==> src/verilog/tw8_pkg.sv <==
// Purpose: shared constants and types for the 8-bit waveform timer
// Assumes: APB slave, 32-bit data, one aligned word per register
// Notes: offsets are byte addresses
package tw8_pkg;
    localparam logic [7:0] TW8_OFS_CTRL = 8'h00;
    localparam logic [7:0] TW8_OFS_CNT = 8'h04;
    localparam logic [7:0] TW8_OFS_CMP = 8'h08;
    localparam logic [7:0] TW8_OFS_MASK = 8'h0C;
    localparam logic [7:0] TW8_OFS_FLAG = 8'h10;
    localparam logic [7:0] TW8_OFS_GIE = 8'h14;

    localparam int TW8_BIT_FOC = 7;
    localparam int TW8_BIT_WGM_LO = 6;
    localparam int TW8_BIT_COM_HI = 5;
    localparam int TW8_BIT_COM_LO = 4;
    localparam int TW8_BIT_WGM_HI = 3;
    localparam int TW8_BIT_OCIE = 1;
    localparam int TW8_BIT_TOIE = 0;
    localparam int TW8_BIT_OCF = 1;
    localparam int TW8_BIT_TOV = 0;

    localparam logic [7:0] TW8_CTRL_RST = 8'h00;
    localparam logic [7:0] TW8_MASK_RST = 8'h00;
    localparam logic [7:0] TW8_CNT_RST = 8'h00;
    localparam logic [7:0] TW8_CMP_RST = 8'h00;
    localparam logic [7:0] TW8_MAX = 8'hFF;
    localparam logic [7:0] TW8_BOTTOM = 8'h00;

    localparam logic [1:0] TW8_WGM_NORMAL = 2'h0;
    localparam logic [1:0] TW8_WGM_PCPWM = 2'h1;
    localparam logic [1:0] TW8_WGM_CLEAR_MATCH = 2'h2;
    localparam logic [1:0] TW8_WGM_FAST = 2'h3;

    localparam logic [1:0] TW8_COM_OFF = 2'h0;
    localparam logic [1:0] TW8_COM_TOGGLE = 2'h1;
    localparam logic [1:0] TW8_COM_CLEAR = 2'h2;
    localparam logic [1:0] TW8_COM_SET = 2'h3;

    localparam logic [2:0] TW8_CS_STOP = 3'h0;
    localparam logic [2:0] TW8_CS_DIV1 = 3'h1;
    localparam logic [2:0] TW8_CS_DIV8 = 3'h2;
    localparam logic [2:0] TW8_CS_DIV64 = 3'h3;
    localparam logic [2:0] TW8_CS_DIV256 = 3'h4;
    localparam logic [2:0] TW8_CS_DIV1024 = 3'h5;
    localparam logic [2:0] TW8_CS_EXT_FALL = 3'h6;
    localparam logic [2:0] TW8_CS_EXT_RISE = 3'h7;

    localparam logic [9:0] TW8_TAP8 = 10'h007;
    localparam logic [9:0] TW8_TAP64 = 10'h03F;
    localparam logic [9:0] TW8_TAP256 = 10'h0FF;
    localparam logic [9:0] TW8_TAP1024 = 10'h3FF;

    typedef struct packed {
        logic foc;
        logic [1:0] wgm;
        logic [1:0] com;
        logic [2:0] cs;
    } tw8_ctrl_s;

    typedef struct packed {
        logic wave;
        logic pin_oe;
        logic pin_override;
    } tw8_pin_s;
endpackage

==> src/verilog/tw8_timer.sv <==
// Purpose: 8-bit timer/counter with one compare channel and four waveform modes
// Assumes: pclk 200 MHz, presetn async active low, ext pin already synchronous
// Notes: tick is a clock enable; flags clear by w1c or by vector acknowledge
`timescale 1ns/1ps
// What this block does
// - timer tick is only a clock enable
// - force strobe works in non-PWM modes only
// - force applies compare action from current bits
// - force sets no flag, never clears counter
// - force strobe always reads zero
// - mode decode; TOP is compare in clear-on-match
// - compare buffering and overflow point per mode
// - output overrides pin; driver needs direction bit
// - non-PWM: off, toggle, clear, set
// - fast PWM: match and BOTTOM actions
// - fast PWM compare equals TOP special case
// - phase PWM: up/down match actions
// - phase PWM compare equals TOP special case
// - clock select stop, 1, 8, 64, 256, 1024
// - select 6 falling, 7 rising pin edge
// - pin edges count even as output
// - counter readable and writable anytime
// - counter write blocks next tick match
// - continuous compare sets flag, drives output
// - compare irq needs enable, global, flag
// - overflow irq needs enable, global, flag
// - flags clear by vector or write one
module tw8_timer
    import tw8_pkg::*;
(
    // clock and reset
    input wire logic pclk,
    input wire logic presetn,
    // apb slave
    input wire logic psel,
    input wire logic penable,
    input wire logic pwrite,
    input wire logic [7:0] paddr,
    input wire logic [31:0] pwdata,
    output logic [31:0] prdata,
    output logic pready,
    output logic pslverr,
    // pins and system
    input wire logic external_count_pin,
    input wire logic pin_dir_out,
    input wire logic prescaler_clear,
    input wire logic compare_vector_ack,
    input wire logic overflow_vector_ack,
    // outputs
    output tw8_pin_s pin_out,
    output logic compare_irq,
    output logic overflow_irq
);
    tw8_ctrl_s ctrl_ff;
    logic [7:0] cnt_ff;
    logic [7:0] cmp_ff;
    logic [7:0] cmp_buf_ff;
    logic [1:0] mask_ff;
    logic gie_ff;
    logic ocf_ff;
    logic tov_ff;
    logic down_ff;
    logic wave_ff;
    logic blk_ff;
    logic [9:0] pre_ff;
    logic ext_ff;
    logic [31:0] prdata_ff;

    logic acc;
    logic wr;
    logic rd;
    logic wr_ctrl;
    logic wr_cnt;
    logic tick;
    logic is_pwm;
    logic [7:0] top;
    logic match;
    logic ovf;
    logic at_bottom;
    logic force_hit;
    logic [7:0] nxt_cnt;
    logic nxt_down;
    logic nxt_wave;
    logic wr_cmp;
    logic wr_mask;
    logic wr_flag;
    logic wr_gie;
    logic clr_ocf;
    logic clr_tov;
    logic pc_falling;
    tw8_ctrl_s ctrl_wr;

    assign acc = psel && penable;
    assign wr = acc && pwrite;
    assign rd = acc && !pwrite;
    assign pready = 1'b1;
    assign pslverr = 1'b0;
    assign prdata = prdata_ff;
    assign wr_ctrl = wr && (paddr == TW8_OFS_CTRL);
    assign wr_cnt = wr && (paddr == TW8_OFS_CNT);
    assign wr_cmp = wr && (paddr == TW8_OFS_CMP);
    assign wr_mask = wr && (paddr == TW8_OFS_MASK);
    assign wr_flag = wr && (paddr == TW8_OFS_FLAG);
    assign wr_gie = wr && (paddr == TW8_OFS_GIE);

    assign is_pwm = ctrl_ff.wgm[0];
    assign top = (ctrl_ff.wgm == TW8_WGM_CLEAR_MATCH) ? cmp_buf_ff : TW8_MAX;

    // free running prescaler, shared-style clearable
    always_ff @(posedge pclk or negedge presetn) begin
        if (!presetn) begin
            pre_ff <= '0;
        end else if (prescaler_clear) begin
            pre_ff <= '0;
        end else begin
            pre_ff <= pre_ff + 10'h001;
        end
    end

    // pin taken as synchronous; edge detect only
    always_ff @(posedge pclk or negedge presetn) begin
        if (!presetn) begin
            ext_ff <= 1'b0;
        end else begin
            ext_ff <= external_count_pin;
        end
    end

    always_comb begin
        case (ctrl_ff.cs)
            TW8_CS_STOP: tick = 1'b0;
            TW8_CS_DIV1: tick = 1'b1;
            TW8_CS_DIV8: tick = (pre_ff[2:0] == TW8_TAP8[2:0]);
            TW8_CS_DIV64: tick = (pre_ff[5:0] == TW8_TAP64[5:0]);
            TW8_CS_DIV256: tick = (pre_ff[7:0] == TW8_TAP256[7:0]);
            TW8_CS_DIV1024: tick = (pre_ff == TW8_TAP1024);
            TW8_CS_EXT_FALL: tick = ext_ff && !external_count_pin;
            TW8_CS_EXT_RISE: tick = !ext_ff && external_count_pin;
            default: tick = 1'b0;
        endcase
    end

    assign match = tick && !blk_ff && (cnt_ff == cmp_buf_ff);
    assign at_bottom = (cnt_ff == TW8_BOTTOM);
    // bottom turns the slope, so a match there counts as rising
    assign pc_falling = down_ff && !at_bottom;

    // counter sequence per mode, ticks act as enable only
    always_comb begin
        nxt_cnt = cnt_ff;
        nxt_down = down_ff;
        ovf = 1'b0;
        if (tick) begin
            case (ctrl_ff.wgm)
                TW8_WGM_PCPWM: begin
                    if (down_ff) begin
                        if (at_bottom) begin
                            nxt_down = 1'b0;
                            nxt_cnt = cnt_ff + 8'h01;
                            ovf = 1'b1;
                        end else begin
                            nxt_cnt = cnt_ff - 8'h01;
                        end
                    end else if (cnt_ff == top) begin
                        nxt_down = 1'b1;
                        nxt_cnt = cnt_ff - 8'h01;
                    end else begin
                        nxt_cnt = cnt_ff + 8'h01;
                    end
                end
                TW8_WGM_CLEAR_MATCH: begin
                    ovf = (cnt_ff == TW8_MAX);
                    nxt_cnt = match ? TW8_BOTTOM : cnt_ff + 8'h01;
                end
                default: begin
                    ovf = (cnt_ff == TW8_MAX);
                    nxt_cnt = cnt_ff + 8'h01;
                end
            endcase
        end
    end

    always_ff @(posedge pclk or negedge presetn) begin
        if (!presetn) begin
            cnt_ff <= TW8_CNT_RST;
            down_ff <= 1'b0;
        end else if (wr_cnt) begin
            cnt_ff <= pwdata[7:0];
            down_ff <= down_ff;
        end else begin
            cnt_ff <= nxt_cnt;
            down_ff <= nxt_down;
        end
    end

    // match suppression after a counter write, until next tick
    always_ff @(posedge pclk or negedge presetn) begin
        if (!presetn) begin
            blk_ff <= 1'b0;
        end else if (wr_cnt) begin
            blk_ff <= 1'b1;
        end else if (tick) begin
            blk_ff <= 1'b0;
        end
    end

    // compare value with mode dependent update point
    always_ff @(posedge pclk or negedge presetn) begin
        if (!presetn) begin
            cmp_ff <= TW8_CMP_RST;
            cmp_buf_ff <= TW8_CMP_RST;
        end else begin
            if (wr_cmp) begin
                cmp_ff <= pwdata[7:0];
            end
            if (!is_pwm) begin
                cmp_buf_ff <= wr_cmp ? pwdata[7:0] : cmp_ff;
            end else if (tick && ctrl_ff.wgm == TW8_WGM_PCPWM && cnt_ff == TW8_MAX) begin
                cmp_buf_ff <= cmp_ff;
            end else if (tick && ctrl_ff.wgm == TW8_WGM_FAST && cnt_ff == TW8_MAX) begin
                cmp_buf_ff <= cmp_ff;
            end
        end
    end

    // forced action uses the compare bits already stored
    assign force_hit = wr_ctrl && pwdata[TW8_BIT_FOC] && !is_pwm;

    // waveform generator
    always_comb begin
        nxt_wave = wave_ff;
        if (force_hit || (match && !is_pwm)) begin
            case (ctrl_ff.com)
                TW8_COM_TOGGLE: nxt_wave = !wave_ff;
                TW8_COM_CLEAR: nxt_wave = 1'b0;
                TW8_COM_SET: nxt_wave = 1'b1;
                default: nxt_wave = wave_ff;
            endcase
        end else if (ctrl_ff.wgm == TW8_WGM_FAST && ctrl_ff.com[1]) begin
            if (tick && cnt_ff == TW8_MAX) begin
                nxt_wave = !ctrl_ff.com[0];
            end else if (match && cmp_buf_ff != TW8_MAX) begin
                nxt_wave = ctrl_ff.com[0];
            end
        end else if (ctrl_ff.wgm == TW8_WGM_PCPWM && ctrl_ff.com[1]) begin
            if (cmp_buf_ff == TW8_MAX) begin
                if (tick && cnt_ff == TW8_MAX) begin
                    nxt_wave = !ctrl_ff.com[0];
                end
            end else if (match) begin
                nxt_wave = pc_falling ? !ctrl_ff.com[0] : ctrl_ff.com[0];
            end
        end
    end

    always_ff @(posedge pclk or negedge presetn) begin
        if (!presetn) begin
            wave_ff <= 1'b0;
        end else begin
            wave_ff <= nxt_wave;
        end
    end

    always_ff @(posedge pclk or negedge presetn) begin
        if (!presetn) begin
            pin_out <= '0;
        end else begin
            pin_out.wave <= nxt_wave;
            pin_out.pin_override <= (ctrl_ff.com != TW8_COM_OFF);
            pin_out.pin_oe <= (ctrl_ff.com != TW8_COM_OFF) && pin_dir_out;
        end
    end

    // control write data with mode bits split over 6 and 3; force never stored
    always_comb begin
        ctrl_wr = TW8_CTRL_RST;
        ctrl_wr.wgm = {pwdata[TW8_BIT_WGM_HI], pwdata[TW8_BIT_WGM_LO]};
        ctrl_wr.com = {pwdata[TW8_BIT_COM_HI], pwdata[TW8_BIT_COM_LO]};
        ctrl_wr.cs = pwdata[2:0];
    end

    // control, mask, global enable
    always_ff @(posedge pclk or negedge presetn) begin
        if (!presetn) begin
            ctrl_ff <= TW8_CTRL_RST;
            mask_ff <= TW8_MASK_RST[1:0];
            gie_ff <= 1'b0;
        end else begin
            if (wr_ctrl) begin
                ctrl_ff <= ctrl_wr;
            end
            if (wr_mask) begin
                mask_ff <= pwdata[1:0];
            end
            if (wr_gie) begin
                gie_ff <= pwdata[0];
            end
        end
    end

    // flags: set wins over any clear; forced compare never sets
    assign clr_ocf = compare_vector_ack || (wr_flag && pwdata[TW8_BIT_OCF]);
    assign clr_tov = overflow_vector_ack || (wr_flag && pwdata[TW8_BIT_TOV]);

    always_ff @(posedge pclk or negedge presetn) begin
        if (!presetn) begin
            ocf_ff <= 1'b0;
            tov_ff <= 1'b0;
        end else begin
            if (match) begin
                ocf_ff <= 1'b1;
            end else if (clr_ocf) begin
                ocf_ff <= 1'b0;
            end
            if (ovf) begin
                tov_ff <= 1'b1;
            end else if (clr_tov) begin
                tov_ff <= 1'b0;
            end
        end
    end

    assign compare_irq = gie_ff && mask_ff[TW8_BIT_OCIE] && ocf_ff;
    assign overflow_irq = gie_ff && mask_ff[TW8_BIT_TOIE] && tov_ff;

    always_ff @(posedge pclk or negedge presetn) begin
        if (!presetn) begin
            prdata_ff <= '0;
        end else if (psel && !penable && !pwrite) begin
            case (paddr)
                TW8_OFS_CTRL: prdata_ff <= {24'h000000, 1'b0, ctrl_ff.wgm[0], ctrl_ff.com,
                                            ctrl_ff.wgm[1], ctrl_ff.cs};
                TW8_OFS_CNT: prdata_ff <= {24'h000000, cnt_ff};
                TW8_OFS_CMP: prdata_ff <= {24'h000000, cmp_ff};
                TW8_OFS_MASK: prdata_ff <= {30'h00000000, mask_ff};
                TW8_OFS_FLAG: prdata_ff <= {30'h00000000, ocf_ff, tov_ff};
                TW8_OFS_GIE: prdata_ff <= {31'h00000000, gie_ff};
                default: prdata_ff <= '0;
            endcase
        end else if (rd) begin
            prdata_ff <= prdata_ff;
        end
    end
endmodule

==> config.mk <==
export PLATFORM = sky130hd
export DESIGN_NAME = tw8_timer
export DESIGN_NICKNAME = d
export VERILOG_FILES = /design/src/verilog/tw8_pkg.sv /design/src/verilog/tw8_timer.sv
export SDC_FILE = /design/constraint.sdc
export NUM_CORES = 1
export LEC_CHECK = 0
export ABC_AREA = 1
export BUFFER_PORTS_ARGS = -buffer_cell sky130_fd_sc_hd__buf_2
export CAP_MARGIN = 0
export CELL_PAD_IN_SITES_DETAIL_PLACEMENT = 1
export CELL_PAD_IN_SITES_GLOBAL_PLACEMENT = 1
export CORE_MARGIN = 8
export CORE_UTILIZATION = 25
export DETAILED_ROUTE_END_ITERATION = 8
export PLACE_DENSITY = 0.6
export SLEW_MARGIN = 20
export SYNTH_ARGS = -nofsm -noshare
export SYNTH_HDL_FRONTEND = slang
export SYNTH_SLANG_ARGS = --single-unit
==> constraint.sdc <==
create_clock -name pclk -period 2.6 [get_ports pclk]
set_clock_uncertainty 0.15 [all_clocks]
set_input_delay 0 -clock pclk [delete_from_list [all_inputs] [get_ports pclk]]
set_output_delay 0 -clock pclk [all_outputs]
set_load 0.02 [all_outputs]
==> results.txt, run 1 <==
The run finished with clean final reports. The net count of the finished layout came out at 650. The data required time of the worst path is 2.73 ns.

The iteration count of the initial detailed-routing pass is 4. Summing every instance area after synthesis gives 3950 µm². The estimated wirelength of the detail-placed design came out at between 10,000 and 15,000 µm. Sequential cells were found to cover 38.0% of the synthesized design area. The cell area after layout is 4830 µm². The highest clock rate came out at roughly 0.42 GHz. The maximum buffer depth of the clock tree is 2. The number of levels the H-tree was split into came out at 3. The worst setup path is launched from a register. The number of global-route vias before repair is just under 4,000. Once placement finished, the instance area stood at 4290 µm². Synthesis instantiated 41 different standard cells from the library. After layout, the worst path uses 92.2% of the clock period.

The kind of capture point of the worst setup path is a register. The final-report hold violation count came out at 0. The final antenna diode count came out at 0.

The total clock buffers created by CTS is 9. The final weighted congestion in routability-driven placement is 0.845. The number of warnings issued by yosys is 0.

The type of the worst setup path is register to register. The share of the core filled with cells is 30.9%. The area of the die is 20,100 µm². The number of antenna violations at the first check in global routing came out at 0. For this design, the sink count on the clock tree is 60.

Together, buffers and inverters on the worst path number 2. The die width came out at 142 µm. The floorplan core area came out at 15,700 µm². The routed length per instance came out at 15.9 µm. After synthesis, the cell types taking the most area are sky130_fd_sc_hd__dfrtp_1 38%, sky130_fd_sc_hd__nand2_1 13%, sky130_fd_sc_hd__inv_1 5.5%. Along the worst path, the maximum fanout reaches 6. The largest net degree at the start of global routing is 27. The total power divided by cell area came out at 634 nW/µm². The via count is 3,698. The overall overflow remaining after global route is 0. The largest incremental delay on the critical path came out at around 0.6 ns. The share of the synthesized area in the top cell type came out at about two fifths. The number of standard-cell rows in the floorplan is 46. The average vias per placed instance is 4.56. The clock transition at the register clock pins on the worst setup and hold paths after CTS is 0.06 ns. The aggregate global-route resource usage is 13.6%. Final hold analysis gives a worst-case slack of 0.0197 ns. The worst slew margin relative to its limit came out at 57.0%. The critical path's top delay family is buffers and inverters. The count of mapped cells out of synthesis is 523. The number of failing setup endpoints in the final timing report is 0. Counting I/O delays and the setup requirement, the final critical path takes 2.40 ns.

The count of final max-slew check failures came to 0. The share of layout cells above drive strength 1 came out at 16.8%. The starting density of the core came out at between 20% and 30%. The total wire length after detailed routing is between 10,000 and 15,000 µm.

The maximum vdd ir drop came out at 0.303 mV. STA puts the critical path data arrival time at 2.52 ns. In this run, the number of DRC markers left after iteration 0 of detailed routing was 185. The die boundary height is 142 µm.

The actual slew at the worst max-slew pin is 0.645 ns. The first global-routing pass estimated 21,200 µm of wire. The count of buffers inserted at the top-level ports is 38.

For this run, design rule violations remaining after detail routing come to 0. Leaving out fill and tap cells, the most frequent cells in the layout are 138 x sky130_fd_sc_hd__nand2_1, 60 x sky130_fd_sc_hd__dfrtp_1, 56 x sky130_fd_sc_hd__inv_1. The remaining antenna violation count is 0. The library cell used most frequently in the layout, excluding fill and tap cells, is sky130_fd_sc_hd__nand2_1. The highest-delay cell along the critical path is sky130_fd_sc_hd__dlygate4sd3_1. The filler cells instantiated in the layout total between 1,500 and 2,000. The static leakage power came out at approximately 2.3 nW.

The area growth from synthesis to layout came out at 22.4%. The type of the tightest min-delay check is primary input to register. The number of synthesized register bits is 60. Traced cell by cell, the critical path runs through inv_2 > nand2_1 > nor2_2 > nand4_1 > o21ai_0 > o21ai_1 > o22ai_1 > dlygate4sd3_1. The clock latency at the later pin of the worst-skew pair came out at roughly 0.34 ns. The average cell area after synthesis is 7.55 µm². For this design the top-level I/O count stands at 89. The max-capacitance violation count came out at 0. The master cell of the clock root buffer is sky130_fd_sc_hd__clkbuf_16. The cell type with the highest aggregate area in the netlist is sky130_fd_sc_hd__dfrtp_1.

TritonCTS built the clock tree.
power by group:
part           switching [mW]  total [mW]  internal [mW]
Clock                   0.476        1.25          0.776
Combinational           0.475       0.716          0.240
Sequential             0.0980        1.10           1.00
Total                    1.05        3.07           2.02
worst register-to-register path, cell delays in order, from the launching register on:
cell and delay [ns]:
sky130_fd_sc_hd__dfrtp_1 0.48, sky130_fd_sc_hd__inv_2 0.16, sky130_fd_sc_hd__nand2_1 0.09, sky130_fd_sc_hd__nor2_2 0.16, sky130_fd_sc_hd__nand4_1 0.20, sky130_fd_sc_hd__o21ai_0 0.20, sky130_fd_sc_hd__o21ai_1 0.14, sky130_fd_sc_hd__o22ai_1 0.17
sky130_fd_sc_hd__dlygate4sd3_1 0.59
metrics by stage:
step	power, mW	worst slack, ns	std cells	setup TNS (ns)
floorplan	1.61	0.283	547	0
global placement	1.77	0.304	772	0
detailed placement	1.80	0.304	772	0
CTS	3.09	0.0939	810	0
global route	3.23	-0.00197	811	-0.00197
finish	3.07	0.203	811	0
state kept, by name, summed over array words and instances, names as in the netlist:
signal	count
pin_out	3
mask_ff	2
ext_ff	1
down_ff	1
cmp_buf_ff	8
tov_ff	1
cmp_ff	8
gie_ff	1
prdata	8
blk_ff	1
cnt_ff	8
ctrl_ff	7
pre_ff	10
ocf_ff	1
layout make-up:
cell class	count	area (µm²)	share of cell area [%]
Clock buffer	10	239	4.94
Clock inverter	6	70.1	1.45
Inverter	63	236	4.89
Multi-Input combinational cell	390	2060	42.6
Sequential cell	60	1500	31.1
Tap cell	216	270	5.59
Timing Repair Buffer	66	455	9.42
synthesized netlist by cell type, drive strengths merged:
| cell type | n |
|---|---|
| o22ai | 14 |
| clkbuf | 4 |
| xnor2 | 3 |
| nand3 | 48 |
| conb | 2 |
| nor3 | 15 |
| nand4 | 7 |
| buf | 30 |
| and3 | 2 |
| a21oi | 15 |
| o21a | 1 |
| dfrtp | 60 |
| o21ai | 39 |
| nor2 | 35 |
| o211ai | 1 |
| nor3b | 4 |
| nand3b | 1 |
| inv | 63 |
| ha | 10 |
| xor2 | 6 |
| nor4 | 2 |
| nand2 | 147 |
| or2 | 2 |
| o2111ai | 2 |
| a22oi | 6 |
| o21bai | 4 |
layer usage:
| layer | wire, µm | part of all wire [%] | global-route usage (%) |
|---|---|---|---|
| met5 | 0 | 0 | 0 |
| met4 | 188 | 1.5 | 4.58 |
| met3 | 404 | 3.1 | 2.72 |
| met2 | 6230 | 48 | 22.7 |
| met1 | 6100 | 47 | 17.1 |
final timing paths:
kind	start	to	slack, ns	depth (start not counted)
min in group asynchronous	presetn	pre_ff[7]	0.07	2
setup reg to reg	cnt_ff[4]	tov_ff	0.20	8
max in group asynchronous	presetn	cmp_buf_ff[6]	1.51	3
hold / removal	paddr[4]	gie_ff	0.02	4
setup / recovery	cnt_ff[4]	tov_ff	0.20	8
hold reg to reg	pre_ff[0]	pre_ff[0]	0.30	1
timing repair:
item                                    in CTS  in global routing
buffers inserted                             0                  1
endpoints found under the hold margin       64                  0
hold buffers                                22                  0
endpoints found under the setup margin       0                  1
resized for setup                            0                  4
cell families (layout without fill, tap and decap cells):
group / count (synthesis) / in the layout / share of synthesized area [%]
compound gates: 82 / 82 / 12.5
xor+xnor: 9 / 9 / 2.00
fa+ha+maj: 10 / 10 / 3.17
buf+inv: 97 / 145 / 12.1
flops: 60 / 60 / 38.0
other cells: 2 / 26 / 0.190
simple gates: 263 / 263 / 32.0
Note: power is estimated with default switching activity, not from simulation.
==> run 2: changes to the inputs <==
--- a/config.mk
+++ b/config.mk
@@ -13,7 +13,9 @@
 export CORE_MARGIN = 8
 export CORE_UTILIZATION = 25
 export DETAILED_ROUTE_END_ITERATION = 8
+export GPL_ROUTABILITY_DRIVEN = 1
 export PLACE_DENSITY = 0.6
+export RECOVER_POWER = 50
 export SLEW_MARGIN = 20
 export SYNTH_ARGS = -nofsm -noshare
 export SYNTH_HDL_FRONTEND = slang
==> run 2 against run 1 <==
The flow now finishes with violations (capacitance limit, slew limit). Global-route usage did not move. Die area stayed put. Count of clock-buffer cells in the layout unchanged. Worst hold slack lost 0.0027 ns. Sequential share of layout area up 0.15 points. Maximum frequency grew 0.32%. Sequential cell count unchanged. Core utilization shrank 0.14 points. Via count up 0.73%.
==> results.txt, run 2 (same netlist as run 1, synthesis figures left out) <==
The data required time of the worst path is 2.73 ns (about the same). The total wire length after detailed routing came to 12,900 µm (about the same). The overall overflow remaining after global route came out at 0 (unchanged). The terminus of the critical flop-to-flop path is tov_ff (unchanged). The master cell of the clock root buffer is sky130_fd_sc_hd__clkbuf_16 (unchanged). The internal power of the cells is 2.01 mW (was 2.02 mW).

The fraction of power spent switching nets came out at 34.3% (was 34.2%). The estimated wirelength of the detail-placed design is 10,200 µm (unchanged). The count of buffering cells on the critical path with inverters included came to 2 (unchanged). The endpoint of the worst hold path was gie_ff (unchanged). The arrival time reported for the critical path endpoint is 2.52 ns (about the same). The aggregate global-route resource usage came to 13.6% (unchanged).

The clock transition at the register clock pins on the worst setup and hold paths after CTS is 0.06 ns (about the same). The starting DRC count in detailed routing is 188 (was 185). The largest net degree at the start of global routing is 27 (unchanged). The final antenna diode count is 0 (unchanged). The total power consumption of the routed design was 3.06 mW (was 3.07 mW).

Status: finished, violations left (was finished clean). The number of DRC violations after detailed routing is 0 (unchanged). The path depth of the worst reg2reg path came out at 8 (unchanged).

The area after detailed placement is 4290 µm² (unchanged). The worst slack at placement came out at 0.304 ns (unchanged). The average vias per placed instance came out at 4.59 (was 4.56).

The worst slew margin relative to its limit is -4.00% (was 57.0%). The TritonCTS sink count came out at 60 (unchanged). The part of the total power dissipated in combinational logic is 23.3% (about the same). The type of the tightest min-delay check is primary input to register (unchanged). The sum of negative setup slack is 0 ns (unchanged).

The switching power of the nets is 1.05 mW (about the same). The clock tree from TritonCTS is yes (unchanged). The share of layout cells above drive strength 1 is 14.5% (was 16.8%). The maximum buffer depth of the clock tree is 2 (unchanged). The total power divided by cell area is 637 nW/µm² (was 634 nW/µm²). The number of standard-cell rows in the floorplan is 46 (unchanged).

The count of final max-slew check failures came out at 27 (was 0). The clock network fraction of design power came out at 40.9% (was 40.8%). The actual slew at the worst max-slew pin came out at 1.56 ns (was 0.645 ns).

The worst path setup slack after routing is 0.210 ns (was 0.203 ns). The global-route wire length before repair was 21,200 µm (unchanged). The final period utilization is 91.9% (was 92.2%). The final-layout worst hold slack came to 0.0170 ns (was 0.0197 ns).

The critical path's top delay family was buffers and inverters (unchanged). Worst path cell trace: inv_2 > nand2_1 > nor2_2 > nand4_1 > o21ai_0 > o21ai_1 > o22ai_1 > dlygate4sd3_1 (unchanged). The critical path startpoint category is a register (unchanged). The number of flip-flops in the largest register is 10 (unchanged). The peak fanout along the critical path came out at 6 (unchanged). The remaining antenna violation count is 0 (unchanged).

The clock period minus worst slack is 2.39 ns (was 2.40 ns). The static leakage power is 2.28 nW (was 2.34 nW). The die width is 142 µm (unchanged).

The net count of the finished layout is 650 (unchanged). The total clock buffers created by CTS came out at 9 (unchanged). The die boundary height was 142 µm (unchanged).

The highest-delay cell along the critical path was sky130_fd_sc_hd__dlygate4sd3_1 (unchanged). The cell area after layout is 4810 µm² (was 4830 µm²). The total instance count after detailed placement is 772 (unchanged).

The number of levels the H-tree was split into is 3 (unchanged). The area growth from synthesis to layout came to 21.9% (was 22.4%). The I/O pin count was 89 (unchanged). The max-capacitance violation count came to 1 (was 0). The startpoint of the worst-slack reg-to-reg timing path is cnt_ff[4] (unchanged).

The share of the core filled with cells is 30.7% (was 30.9%). The area of the die came out at 20,100 µm² (unchanged). The count of buffers inserted at the top-level ports is 38 (unchanged).

The final-report hold violation count came to 0 (unchanged). The highest clock rate is 0.418 GHz (was 0.417 GHz). The number of antenna violations at the first check in global routing is 0 (unchanged). The final instance count without filler cells came out at 811 (unchanged). The share of total power in sequential cells came out at 35.8% (about the same). The floorplan core area came out at 15,700 µm² (unchanged). The via count is 3,725 (was 3,698). The number of global-route vias before repair came out at 3,927 (unchanged). The number of failing setup endpoints in the final timing report was 0 (unchanged). The kind of capture point of the worst setup path is a register (unchanged). The worst hold path stage count came out at 4 (unchanged). The maximum vdd ir drop is 0.303 mV (about the same). The clock latency at the later pin of the worst-skew pair is 0.34 ns (about the same). Highest-count cells in the layout ignoring fill and taps: 138 x sky130_fd_sc_hd__nand2_1, 60 x sky130_fd_sc_hd__dfrtp_1, 56 x sky130_fd_sc_hd__inv_1 (unchanged). The register-to-register path setup slack came out at 0.21 ns (was 0.20 ns). The register with the highest flop count is pre_ff (unchanged). The most common cell after layout, fill and taps aside is sky130_fd_sc_hd__nand2_1 (unchanged). The final reports fail on capacitance limit, slew limit. The startpoint of the tightest hold check path was paddr[4] (unchanged). The starting density of the core is 25.2% (unchanged). The final weighted congestion in routability-driven placement is 0.845 (unchanged). The largest incremental delay on the critical path came to 0.59 ns (about the same).

The routed length per instance came out at 15.9 µm (about the same). The type of the worst setup path is register to register (unchanged). The iteration count of the initial detailed-routing pass is 4 (unchanged).
run 2: cell types whose count changed in the layout (fill, tap and decap cells not counted):
cell                       change
sky130_fd_sc_hd__clkbuf_1     +14
sky130_fd_sc_hd__buf_4         -2
sky130_fd_sc_hd__buf_2        -14
sky130_fd_sc_hd__clkbuf_2      +2
run 2: worst register-to-register path, cell delays in order (launching register included):
cell,delay [ns]
sky130_fd_sc_hd__dfrtp_1,0.48
sky130_fd_sc_hd__inv_2,0.16
sky130_fd_sc_hd__nand2_1,0.09
sky130_fd_sc_hd__nor2_2,0.16
sky130_fd_sc_hd__nand4_1,0.20
sky130_fd_sc_hd__o21ai_0,0.20
sky130_fd_sc_hd__o21ai_1,0.14
sky130_fd_sc_hd__o22ai_1,0.17
sky130_fd_sc_hd__dlygate4sd3_1,0.59
run 2: power by group through the flow:
stage | clock [mW] | sequential (mW) | combinational [mW]
3_3_place_gp | 0 | 1.11 | 0.663
6_report | 1.25 | 1.10 | 0.713
4_1_cts | 1.28 | 1.10 | 0.708
5_1_grt | 1.32 | 1.11 | 0.802
3_5_place_dp | 0 | 1.11 | 0.684
2_1_floorplan | 0 | 1.07 | 0.534
run 2: metal layers:
metal  GRT usage (%)  up-vias  share of wire, %
met5               0        -                 0
met4            4.58        0               1.5
met3            2.72       14               3.3
met2            22.7       59                48
met1            17.1     1850                47
li1                -     1802                 -
run 2: area by class of cell:
cell class / instances / area [µm²]
clock buffer: 10 / 239
clock inverter: 6 / 70.1
fill: 1936 / 10800
inverter: 63 / 236
multi-input combinational: 390 / 2060
sequential: 60 / 1500
tap: 216 / 270
timing repair buffer: 66 / 433
run 2: repair_timing:
action | in CTS | in global routing
hold buffers | 22 | 0
setup buffers | 0 | 1
endpoints found under the setup margin | 0 | 1
gates resized for setup | 0 | 4
endpoints found under the hold margin | 64 | 0
run 2: worst max-delay path by stage:
stage	start	endpoint	slack (ns)	cells after the start
6_report	cnt_ff[4]	tov_ff	0.21	8
4_1_cts	cnt_ff[4]	tov_ff	0.09	8
3_5_place_dp	cnt_ff[2]	cnt_ff[3]	0.30	11
5_1_grt	cnt_ff[4]	tov_ff	-0.002	8
3_3_place_gp	pre_ff[0]	cnt_ff[3]	0.30	10
2_1_floorplan	ctrl_ff[5]	cnt_ff[4]	0.28	12
